$ cat src/hdl/switch_port_pkg.sv
// Constants shared by the per-port mirroring, VLAN and flow-control block.
package switch_port_pkg;

    // Port count and widths.
    localparam int NUM_PORTS = 5;
    localparam int PORT_IDX_W = 3;
    localparam int VID_W = 12;
    localparam int BYTE_W = 8;
    localparam int AXI_ADDR_W = 9;
    localparam int AXI_DATA_W = 32;
    localparam int REG_IDX_W = 7;
    localparam int IDX_LSB = 2;

    // AXI response codes.
    localparam logic [1:0] RESP_OKAY = 2'h0;
    localparam logic [1:0] RESP_SLVERR = 2'h2;

    // Register indices; the byte address is four times the index.
    localparam logic [REG_IDX_W-1:0] PORT1_MIRROR_VLAN_CTRL_IDX = 7'h11;
    localparam logic [REG_IDX_W-1:0] PORT1_VID_FLOW_CTRL_IDX = 7'h12;
    localparam logic [REG_IDX_W-1:0] PORT2_MIRROR_VLAN_CTRL_IDX = 7'h21;
    localparam logic [REG_IDX_W-1:0] PORT2_VID_FLOW_CTRL_IDX = 7'h22;
    localparam logic [REG_IDX_W-1:0] PORT3_MIRROR_VLAN_CTRL_IDX = 7'h31;
    localparam logic [REG_IDX_W-1:0] PORT3_VID_FLOW_CTRL_IDX = 7'h32;
    localparam logic [REG_IDX_W-1:0] PORT4_MIRROR_VLAN_CTRL_IDX = 7'h41;
    localparam logic [REG_IDX_W-1:0] PORT4_VID_FLOW_CTRL_IDX = 7'h42;
    localparam logic [REG_IDX_W-1:0] PORT5_MIRROR_VLAN_CTRL_IDX = 7'h51;
    localparam logic [REG_IDX_W-1:0] PORT5_VID_FLOW_CTRL_IDX = 7'h52;

    // Index layout: upper field is the port number, lower field the register.
    localparam logic [PORT_IDX_W-1:0] PORT_NUM_FIRST = 3'h1;
    localparam logic [PORT_IDX_W-1:0] PORT_NUM_LAST = 3'h5;
    localparam logic [3:0] SUB_MIRROR = 4'h1;
    localparam logic [3:0] SUB_VIDFLOW = 4'h2;
    localparam logic [3:0] SUB_TAG_HI = 4'h3;
    localparam logic [3:0] SUB_TAG_LO = 4'h4;

    // Field positions.
    localparam int SNIFFER_BIT = 7;
    localparam int RX_SNIFF_BIT = 6;
    localparam int TX_SNIFF_BIT = 5;
    localparam int MEMBER_MSB = 4;
    localparam int VID_FILTER_BIT = 5;
    localparam int FORCE_FC_BIT = 4;
    localparam int VID_HI_MSB = 3;

    // Reset values and writable masks.
    localparam logic [7:0] MIRROR_RST = 8'h1F;
    localparam logic [7:0] VIDFLOW_RST = 8'h00;
    localparam logic [7:0] VIDFLOW_RW_MASK = 8'hF0;
    localparam logic [7:0] TAG_HI_RST = 8'h00;
    localparam logic [7:0] TAG_LO_RST = 8'h01;
    localparam int STRAP_PORT = 3;

endpackage : switch_port_pkg

$ cat src/hdl/port_mirror_vlan_flow_ctrl.sv
// Per-port mirroring, port VLAN, VID filter and flow-control register block.

module port_mirror_vlan_flow_ctrl (
    input wire logic aclk,
    input wire logic aresetn,
    input wire logic [switch_port_pkg::AXI_ADDR_W-1:0] awaddr,
    input wire logic awvalid,
    output logic awready,
    input wire logic [switch_port_pkg::AXI_DATA_W-1:0] wdata,
    input wire logic [3:0] wstrb,
    input wire logic wvalid,
    output logic wready,
    output logic [1:0] bresp,
    output logic bvalid,
    input wire logic bready,
    input wire logic [switch_port_pkg::AXI_ADDR_W-1:0] araddr,
    input wire logic arvalid,
    output logic arready,
    output logic [switch_port_pkg::AXI_DATA_W-1:0] rdata,
    output logic [1:0] rresp,
    output logic rvalid,
    input wire logic rready,
    input wire logic collision_strap_pin,
    input wire logic fwd_req_valid,
    input wire logic [switch_port_pkg::PORT_IDX_W-1:0] fwd_src_port,
    input wire logic [switch_port_pkg::VID_W-1:0] fwd_vid,
    input wire logic [switch_port_pkg::NUM_PORTS-1:0] fwd_dest_mask,
    output logic fwd_valid,
    output logic [switch_port_pkg::NUM_PORTS-1:0] fwd_mask,
    output logic fwd_discard,
    output logic fwd_monitored,
    input wire logic [switch_port_pkg::NUM_PORTS-1:0] auto_negotiation_result,
    output logic [switch_port_pkg::NUM_PORTS-1:0] flow_ctrl_en
);
    import switch_port_pkg::*;

    // Whole state of the block, registered in one place.
    typedef struct packed {
        logic [NUM_PORTS-1:0][7:0] ctrl1;
        logic [NUM_PORTS-1:0][7:0] ctrl2;
        logic [NUM_PORTS-1:0][7:0] tag_hi;
        logic [NUM_PORTS-1:0][7:0] tag_lo;
        logic aw_have;
        logic w_have;
        logic [AXI_ADDR_W-1:0] aw_addr;
        logic [7:0] w_byte;
        logic w_lane0;
        logic awready;
        logic wready;
        logic bvalid;
        logic [1:0] bresp;
        logic arready;
        logic rvalid;
        logic [AXI_DATA_W-1:0] rdata;
        logic [1:0] rresp;
        logic fwd_valid;
        logic [NUM_PORTS-1:0] fwd_mask;
        logic fwd_discard;
        logic fwd_monitored;
        logic [NUM_PORTS-1:0] flow_en;
    } state_t;

    state_t q_q;
    state_t q_d;

    logic [NUM_PORTS-1:0] sniffer_vec;
    logic [NUM_PORTS-1:0] rx_vec;
    logic [NUM_PORTS-1:0] tx_vec;
    logic [NUM_PORTS-1:0] filt_vec;
    logic [NUM_PORTS-1:0] force_vec;
    logic [NUM_PORTS-1:0][VID_W-1:0] default_vid;
    logic src_ok;
    logic [NUM_PORTS-1:0] member_sel;
    logic drop;
    logic [NUM_PORTS-1:0] base_mask;
    logic rx_hit;
    logic tx_hit;
    logic [NUM_PORTS-1:0] out_mask;

    // Per-port views of the control registers.
    for (genvar i = 0; i < NUM_PORTS; i++) begin : g_port
        assign sniffer_vec[i] = q_q.ctrl1[i][SNIFFER_BIT];
        assign rx_vec[i] = q_q.ctrl1[i][RX_SNIFF_BIT];
        assign tx_vec[i] = q_q.ctrl1[i][TX_SNIFF_BIT];
        assign filt_vec[i] = q_q.ctrl2[i][VID_FILTER_BIT];
        assign force_vec[i] = q_q.ctrl2[i][FORCE_FC_BIT];
        // The default VID spans the low nibble of one byte and the next.
        assign default_vid[i] = {q_q.tag_hi[i][VID_HI_MSB:0],
            q_q.tag_lo[i]};
    end

    // Forwarding decision for one request. An out-of-range source port is
    // dropped rather than indexed, so no unknown value reaches the outputs.
    assign src_ok = fwd_src_port < PORT_IDX_W'(NUM_PORTS);
    assign member_sel = src_ok ?
        q_q.ctrl1[fwd_src_port][MEMBER_MSB:0] : '0;
    assign drop = !src_ok || (filt_vec[fwd_src_port] &&
        fwd_vid != default_vid[fwd_src_port]);
    assign base_mask = fwd_dest_mask & member_sel;
    assign rx_hit = src_ok && rx_vec[fwd_src_port];
    assign tx_hit = |(base_mask & tx_vec);
    // The sniffer copy is added on top; normal destinations stay as they are.
    assign out_mask = drop ? '0 :
        (base_mask | ((rx_hit || tx_hit) ? sniffer_vec : '0));

    // True when a byte address hits one of the implemented registers.
    function automatic logic addr_ok(input logic [AXI_ADDR_W-1:0] addr);
        logic [REG_IDX_W-1:0] idx;
        idx = addr[AXI_ADDR_W-1:IDX_LSB];
        addr_ok = idx[6:4] >= PORT_NUM_FIRST && idx[6:4] <= PORT_NUM_LAST &&
            idx[3:0] >= SUB_MIRROR && idx[3:0] <= SUB_TAG_LO;
    endfunction : addr_ok

    // Byte held at an implemented address; reserved low bits read zero.
    function automatic logic [7:0] read_byte(
        input logic [AXI_ADDR_W-1:0] addr
    );
        logic [REG_IDX_W-1:0] idx;
        logic [PORT_IDX_W-1:0] p;
        idx = addr[AXI_ADDR_W-1:IDX_LSB];
        p = idx[6:4] - PORT_NUM_FIRST;
        unique case (idx[3:0])
            SUB_MIRROR: read_byte = q_q.ctrl1[p];
            SUB_VIDFLOW: read_byte = q_q.ctrl2[p] & VIDFLOW_RW_MASK;
            SUB_TAG_HI: read_byte = q_q.tag_hi[p];
            default: read_byte = q_q.tag_lo[p];
        endcase
    endfunction : read_byte

    // Next-state logic: AXI slave, register writes, forwarding and reset.
    always_comb begin
        logic [REG_IDX_W-1:0] widx;
        logic [PORT_IDX_W-1:0] wp;
        widx = q_q.aw_addr[AXI_ADDR_W-1:IDX_LSB];
        wp = widx[6:4] - PORT_NUM_FIRST;
        q_d = q_q;

        // Write response leaves once the master takes it.
        if (q_q.bvalid && bready) begin
            q_d.bvalid = 1'b0;
        end

        // Both halves held: commit the low byte if lane 0 is enabled and the address is mapped, then answer.
        if (q_q.aw_have && q_q.w_have && !q_q.bvalid) begin
            q_d.aw_have = 1'b0;
            q_d.w_have = 1'b0;
            q_d.bvalid = 1'b1;
            q_d.bresp = addr_ok(q_q.aw_addr) ? RESP_OKAY : RESP_SLVERR;
            if (addr_ok(q_q.aw_addr) && q_q.w_lane0) begin
                unique case (widx[3:0])
                    SUB_MIRROR: q_d.ctrl1[wp] = q_q.w_byte;
                    SUB_VIDFLOW: begin
                        q_d.ctrl2[wp] = q_q.w_byte & VIDFLOW_RW_MASK;
                    end
                    SUB_TAG_HI: q_d.tag_hi[wp] = q_q.w_byte;
                    default: q_d.tag_lo[wp] = q_q.w_byte;
                endcase
            end
        end

        // Address and data are taken independently, in either order.
        if (awvalid && q_q.awready) begin
            q_d.aw_have = 1'b1;
            q_d.aw_addr = awaddr;
        end
        if (wvalid && q_q.wready) begin
            q_d.w_have = 1'b1;
            q_d.w_byte = wdata[7:0];
            q_d.w_lane0 = wstrb[0];
        end
        q_d.awready = !q_d.aw_have && !q_d.bvalid;
        q_d.wready = !q_d.w_have && !q_d.bvalid;

        // Read channel: one read in flight, data one cycle after the take.
        if (q_q.rvalid && rready) begin
            q_d.rvalid = 1'b0;
        end
        if (arvalid && q_q.arready) begin
            q_d.rvalid = 1'b1;
            q_d.rdata = '0;
            if (addr_ok(araddr)) begin
                q_d.rdata[7:0] = read_byte(araddr);
                q_d.rresp = RESP_OKAY;
            end else begin
                q_d.rresp = RESP_SLVERR;
            end
        end
        q_d.arready = !q_d.rvalid;

        // Forwarding result, registered so every output leaves a flop.
        q_d.fwd_valid = fwd_req_valid;
        q_d.fwd_mask = fwd_req_valid ? out_mask : '0;
        q_d.fwd_discard = fwd_req_valid && drop;
        q_d.fwd_monitored = fwd_req_valid && !drop && (rx_hit || tx_hit);

        // Forced bit overrides the negotiated pause capability.
        q_d.flow_en = force_vec | auto_negotiation_result;

        // Synchronous reset; the strap is sampled while reset is held.
        if (!aresetn) begin
            q_d = '0;
            for (int i = 0; i < NUM_PORTS; i++) begin
                q_d.ctrl1[i] = MIRROR_RST;
                q_d.ctrl2[i] = VIDFLOW_RST;
                q_d.tag_hi[i] = TAG_HI_RST;
                q_d.tag_lo[i] = TAG_LO_RST;
            end
            q_d.ctrl2[STRAP_PORT][FORCE_FC_BIT] = collision_strap_pin;
            q_d.awready = 1'b1;
            q_d.wready = 1'b1;
            q_d.arready = 1'b1;
        end
    end

    // Single state register.
    always_ff @(posedge aclk) begin
        q_q <= q_d;
    end

    assign awready = q_q.awready;
    assign wready = q_q.wready;
    assign bvalid = q_q.bvalid;
    assign bresp = q_q.bresp;
    assign arready = q_q.arready;
    assign rvalid = q_q.rvalid;
    assign rdata = q_q.rdata;
    assign rresp = q_q.rresp;
    assign fwd_valid = q_q.fwd_valid;
    assign fwd_mask = q_q.fwd_mask;
    assign fwd_discard = q_q.fwd_discard;
    assign fwd_monitored = q_q.fwd_monitored;
    assign flow_ctrl_en = q_q.flow_en;
endmodule : port_mirror_vlan_flow_ctrl

$ cat config.mk
export PLATFORM = sky130hd
export DESIGN_NAME = port_mirror_vlan_flow_ctrl
export DESIGN_NICKNAME = d
export VERILOG_FILES = /design/src/hdl/switch_port_pkg.sv /design/src/hdl/port_mirror_vlan_flow_ctrl.sv
export SDC_FILE = /design/constraint.sdc
export NUM_CORES = 1
export LEC_CHECK = 0
export BUFFER_PORTS_ARGS = -buffer_cell sky130_fd_sc_hd__buf_4
export CAP_MARGIN = 20
export CORE_UTILIZATION = 35
export DETAILED_ROUTE_END_ITERATION = 8
export GPL_ROUTABILITY_DRIVEN = 0
export HOLD_SLACK_MARGIN = 0.1
export PLACE_DENSITY_LB_ADDON = 0.2
export REMOVE_ABC_BUFFERS = 1
export SLEW_MARGIN = 20
export SYNTH_ARGS = -nofsm -noshare
export SYNTH_HDL_FRONTEND = slang
export SYNTH_SLANG_ARGS = --single-unit
$ cat constraint.sdc
create_clock -name aclk -period 4.44 [get_ports aclk]
set_input_delay 0.444 -clock aclk [delete_from_list [all_inputs] [get_ports aclk]]
set_output_delay 0.444 -clock aclk [all_outputs]
set_load 0.05 [all_outputs]
Word level (Yosys, flattened, before mapping)
Cells that the tools add are included.
Operators by class
  add/subtract/negate cells: 2
  order comparisons: 13
  equality and inequality tests: 10
  muxes and demuxes: 44
  bitwise gates (word level): 7
  reductions and logical operators: 39
Operators with widths (number)
  $mux W183: 1
  $bwmux W40: 4
  $bmux W8 S3: 5
  $mux W111: 1
  $mux W109: 1
  $mux W40: 2
  $mux W8: 6
  $bmux W12 S3: 1
  $mux W35: 1
  $mux W29: 1
  $mux W5: 5
  $demux W8 S3: 1
  $pmux W8 S3: 1
  $logic_and A1 B1 Y1: 22
  $mux W9: 2
  $eq A4 B2 Y1 const B: 4
  $reduce_and A3 Y1: 5
  $lt A3 B4 Y1 const B: 3
  $mux W12: 1
  $ne A12 B12 Y1: 1
  $and A5 B5 Y5: 2
  $or A5 B5 Y5: 2
  $ge A3 B1 Y1 const B: 3
  $eq A4 B1 Y1 const B: 2
  15 further kinds: 38
Storage, ports and cells
  register bits: 210
  input bits: 88
  output and inout port bits: 54
  logic and storage cells: 154

Logic depth before layout (Yosys ltp)
  word-level depth: 13
  depth in mapped cells: 12
  mapped depth without buffers: 9

Worst setup path before layout
OpenSTA, ideal clock, no wires.
  kind: input -> register
  start point: in araddr[6] (netlist bit)
  end point: reg q_q (netlist bit rdata[7])
  library setup time: 118 ps
  arrival: 2840 ps
  required time: 4322 ps
  path slack: 1482 ps
  stages on the path: 11
  path buffers: 3
  cells stage by stage: buf_2 > buf_2 > inv_1 > ha_1 > clkbuf_1 > mux4_2 > a22oi_1 > o22ai_1 > a311o_1 > a32oi_1 > nor2b_1
Between the ends
  longest elaborated chain between the ends: 5
  elaborated cells between the ends (all ways): 16
  those cells by class: 1 x add/sub; 2 x order compare; 10 x mux; 3 x reduce/logical
RTL lines
  start, declared: line port_mirror_vlan_flow_ctrl.sv:16  | input wire logic [switch_port_pkg::AXI_ADDR_W-1:0] araddr,
  $sub A3 B1 Y3, or another cell as far along: line port_mirror_vlan_flow_ctrl.sv:121  | p = idx[6:4] - PORT_NUM_FIRST;
  $bmux W8 S3, or another cell as far along: line port_mirror_vlan_flow_ctrl.sv:126  | default: read_byte = q_q.tag_lo[p];
  $mux W8 (implied by the code), or another cell as far along: line port_mirror_vlan_flow_ctrl.sv:126
  $pmux W8 S3 or $logic_and A1 B1 Y1 (tied branches): line port_mirror_vlan_flow_ctrl.sv:122, port_mirror_vlan_flow_ctrl.sv:111
  $mux W8 *: line port_mirror_vlan_flow_ctrl.sv:181  | if (addr_ok(araddr)) begin
  end signal, assigned: line port_mirror_vlan_flow_ctrl.sv:217  | q_q <= q_d;
  end, declared: line port_mirror_vlan_flow_ctrl.sv:63  | state_t q_q;
Every way passes the cells marked *; elsewhere a longest branch is shown, timed or not. The select of a mux whose other input is x is not followed.
A chain may end at the register's enable or synchronous reset.

Final worst setup path
  start point: reg q_q[69] (netlist bit)
  end point: reg q_q (netlist bit default_vid[37])
Between the ends
  longest elaborated chain between the ends: 6
  elaborated cells between the ends (all ways): 14
  those cells by class: 1 x add/sub; 4 x order compare; 3 x mux; 6 x reduce/logical
RTL lines
  $sub A3 B1 Y3, or another cell as far along: line port_mirror_vlan_flow_ctrl.sv:135  | wp = widx[6:4] - PORT_NUM_FIRST;
  $lt A3 B4 Y1 (implied by the code), or another cell as far along: line port_mirror_vlan_flow_ctrl.sv:156  | default: q_d.tag_lo[wp] = q_q.w_byte;
  $logic_and A1 B1 Y1 (on tied branches): line port_mirror_vlan_flow_ctrl.sv:156, port_mirror_vlan_flow_ctrl.sv:110
  $mux W8 (implied by the code) or $logic_and A1 B1 Y1 (tied branches): line port_mirror_vlan_flow_ctrl.sv:156, port_mirror_vlan_flow_ctrl.sv:111
  $demux W8 S3 or $logic_and A1 B1 Y1 (tied branches): line port_mirror_vlan_flow_ctrl.sv:156, port_mirror_vlan_flow_ctrl.sv:149
  $bwmux W40 or $reduce_and A3 Y1 (tied branches)
Several ways; a longest one is shown, not always the timed one.

==> qor.yml <==
fillers: 2874
synth.distinct_cells: 64
worst_setup_path_start_kind: "flop"
io_pins: 142
synth_cells: 1231
place_inst: 1608
cpPeakStageDelay_ns: 0.65
num_rows: 61
nNetsFinal: 1341
synth_edf_count: 1
first_iter_violations: 900
slew_headroom_pct: 25.5
multiInputGateArea_um2: 5610
ys_ff_latch: 186
clock_sinks: 186
io_buffers: 84
synth_commonest_cells: "nand2_1 (282), dfxtp_1 (185), a21boi_0 (128)"
area_growth_pct: 12.4
drive_above_1_share_pct: 14.2
critical_path_class: "flop to flop"
fmax_mhz: 319
status: "finished, final reports clean"
p_per_area_nw_per_um2: 338
avgSynthCellArea_um2: 8.16
hp-start: "auto_negotiation_result[4]"
min_to: "flow_ctrl_en[4]"
rsz0062_at_grt: "false"
p_leak_nw: 4.08
final_antenna_net_count: 0
wl_per_cell_um: 19.9
yosysWarningCount: 0
slowest_stage: "nand4_1"
drc: 0
top_usage_layer: "met2"
synth_top_area_share_pct: 36.9
wirelength_um: 32600
yosysSeqAreaShare_pct: 37.2
die_w_um: 171
cts_tree: "yes"
finalSetupTns_ns: 0
cp-startpoint: "q_q[69]"
hold_class: "primary input to flop"
clk_pin_slew_ns: 0.08
cts_setup_buffers: 0
die_y_um: 171
ctsResizeCount: 0
worst_ep_required_time_ns: 4.80
grtUsageMet3_pct: 4.05
dr.pass1.iters: 6
slew_viol_final: 0
netlist_area_um2: 10000
grt_pass1_vias: 8395
yosysTopAreaCell: "dfxtp_1"
end_kind: "flop"
met2_usage_pct: 37.4
avgViaCountPerCell: 5.46
htreeDepth: 4
yosysMostFrequentCell: "nand2_1"
track_usage_pct: 23.0
num_vias: 8955
final_cell_count_no_fill: 1641
reg2reg_to: "default_vid[37]"
setup_violations: 0
hold_viol_final: 0
crit_arrival_ns: 3.49
numCtsBuffers: 17
ys.flop_type: "dfxtp_1"
antenna_found_initial: 0
register_area_um2: 3730
fin_skew_ns: 0.0112
r2r_slack_ns: 1.30
start_util_pct: 35.9
whs_path_depth: 2
cts_hold_buf: 0
worstMarginPinSlew_ns: 1.12
crit_chain: "ha_1 > a21oi_1 > nor3_1 > nand4_1 > buf_4 > nor2_1 > nand2_1 > a21boi_0"
fin_crit_sh_pct: 70.7
core_um2: 28000
clockRootBuffer: "clkbuf_16"
reg2reg_depth: 8
power_mw: 3.81
grt_pass1_wl_um: 50500
ys_async_sr_fraction_pct: 0
finish.utilization_pct: 40.3
timing.rr.start: "q_q[69]"
cts.path.max_buffers: 2
critPathMaxFanout: 14
ir_drop_mv: 0.217
grt_start_max_net_pins: 110
fin_crit_ns: 3.14
cap_viol_max_count: 0
synth_area_leaders: "dfxtp_1 (37%), nand2_1 (11%), a21boi_0 (9.6%)"
dp_hpwl_um: 22100
dieArea_um2: 29400
grt_overflow: 0
grt_util_met1_pct: 31.1
clkLatencyLatePin_ns: 0.44
==> placed cells by master (no fill, tap or decap), types with 6 or more instances in the layout <==
master     Yosys  routed
nand2b_1       9       9
nor2_1        51      51
a22oi_1       14      14
a31oi_1        7       7
dfxtp_1      185     185
nor2b_1       17      17
a21oi_1       27      27
mux2i_1       39      39
mux2_2        11      11
conb_1         1      26
a221oi_1       9       9
o22ai_1        6       6
mux4_2        22      22
o21ai_0       94      94
nand2_1      282     282
inv_1         25      25
inv_6          0       8
o21a_1         9       9
buf_4         48     102
a311oi_1       6       6
nor3_1        11      10
clkbuf_16      0      17
a211oi_1       9       9
a21boi_0     128     128
nand3_1       54      54
==> cell type report <==
type / instances / share of cell area (%)
Multi-Input combinational cell: 916 / 49.7
Clock inverter: 15 / 1.54
Sequential cell: 186 / 33.0
Clock buffer: 17 / 3.77
Inverter: 25 / 0.831
Timing Repair Buffer: 103 / 6.95
Antenna cell: 1 / 0.0221
Tap cell: 378 / 4.19
==> flip-flops by register name, summed over array words and instances, names as in the netlist <==
register       count
flow_ctrl_en       5
fwd_valid          1
rdata              8
bvalid             1
rresp              1
q_q               88
filt_vec           5
bresp              1
fwd_monitored      1
wready             1
default_vid       60
rvalid             1
arready            1
fwd_mask           5
force_vec          5
fwd_discard        1
awready            1
==> worst max-delay path, delay by kind of cell (launching register included) <==
family	cells	cell delay [ns]
flip-flops	1	0.57
AND/OR/NAND/NOR	4	1.54
adder cells (fa/ha/maj)	1	0.22
AO/OA/AOI/OAI	2	0.27
buffers and inverters	1	0.44
==> routing by layer <==
metal  part of all wire (%)  vias to the layer above  routed length, µm
met5                      0                        -                  0
met4                    1.9                        0                613
met3                    6.7                       38               2180
met2                     47                      313              15200
met1                     45                     4311              14600
li1                       -                     4293                  -
==> worst max-delay path by stage <==
stage	end	slack [ns]	depth (start not counted)
2_1_floorplan	default_vid[17]	1.64	6
3_3_place_gp	fwd_mask[3]	1.18	9
3_5_place_dp	rdata[7]	1.17	9
4_1_cts	default_vid[37]	1.37	8
5_1_grt	default_vid[29]	0.98	8
6_report	default_vid[37]	1.30	8
==> power by group <==
part           internal, mW  switching (mW)
clock network         0.851           0.742
logic                 0.159           0.319
registers              1.69          0.0528
==> per-stage QoR <==
| stage | hold slack, ns | setup WS (ns) | area, µm² |
|---|---|---|---|
| after floorplan | 0.438 | 1.64 | 9430 |
| after global placement | 0.435 | 1.18 | 10700 |
| after detailed placement | 0.448 | 1.17 | 10700 |
| after CTS | 0.188 | 1.37 | 11300 |
| after global routing | 0.196 | 0.977 | 11300 |
| final | 0.193 | 1.30 | 11300 |
==> kinds of logic after synthesis <==
family | Yosys count | synth area share, %
AO/OA/AOI/OAI | 350 | 23.9
XOR/XNOR | 6 | 0.523
buffers and inverters | 154 | 8.07
other | 1 | 0.0373
adder cells (fa/ha/maj) | 4 | 0.498
flip-flops | 186 | 37.2
AND/OR/NAND/NOR | 458 | 19.7
multiplexers | 72 | 10.0
Note: power is estimated with default switching activity, not from simulation.
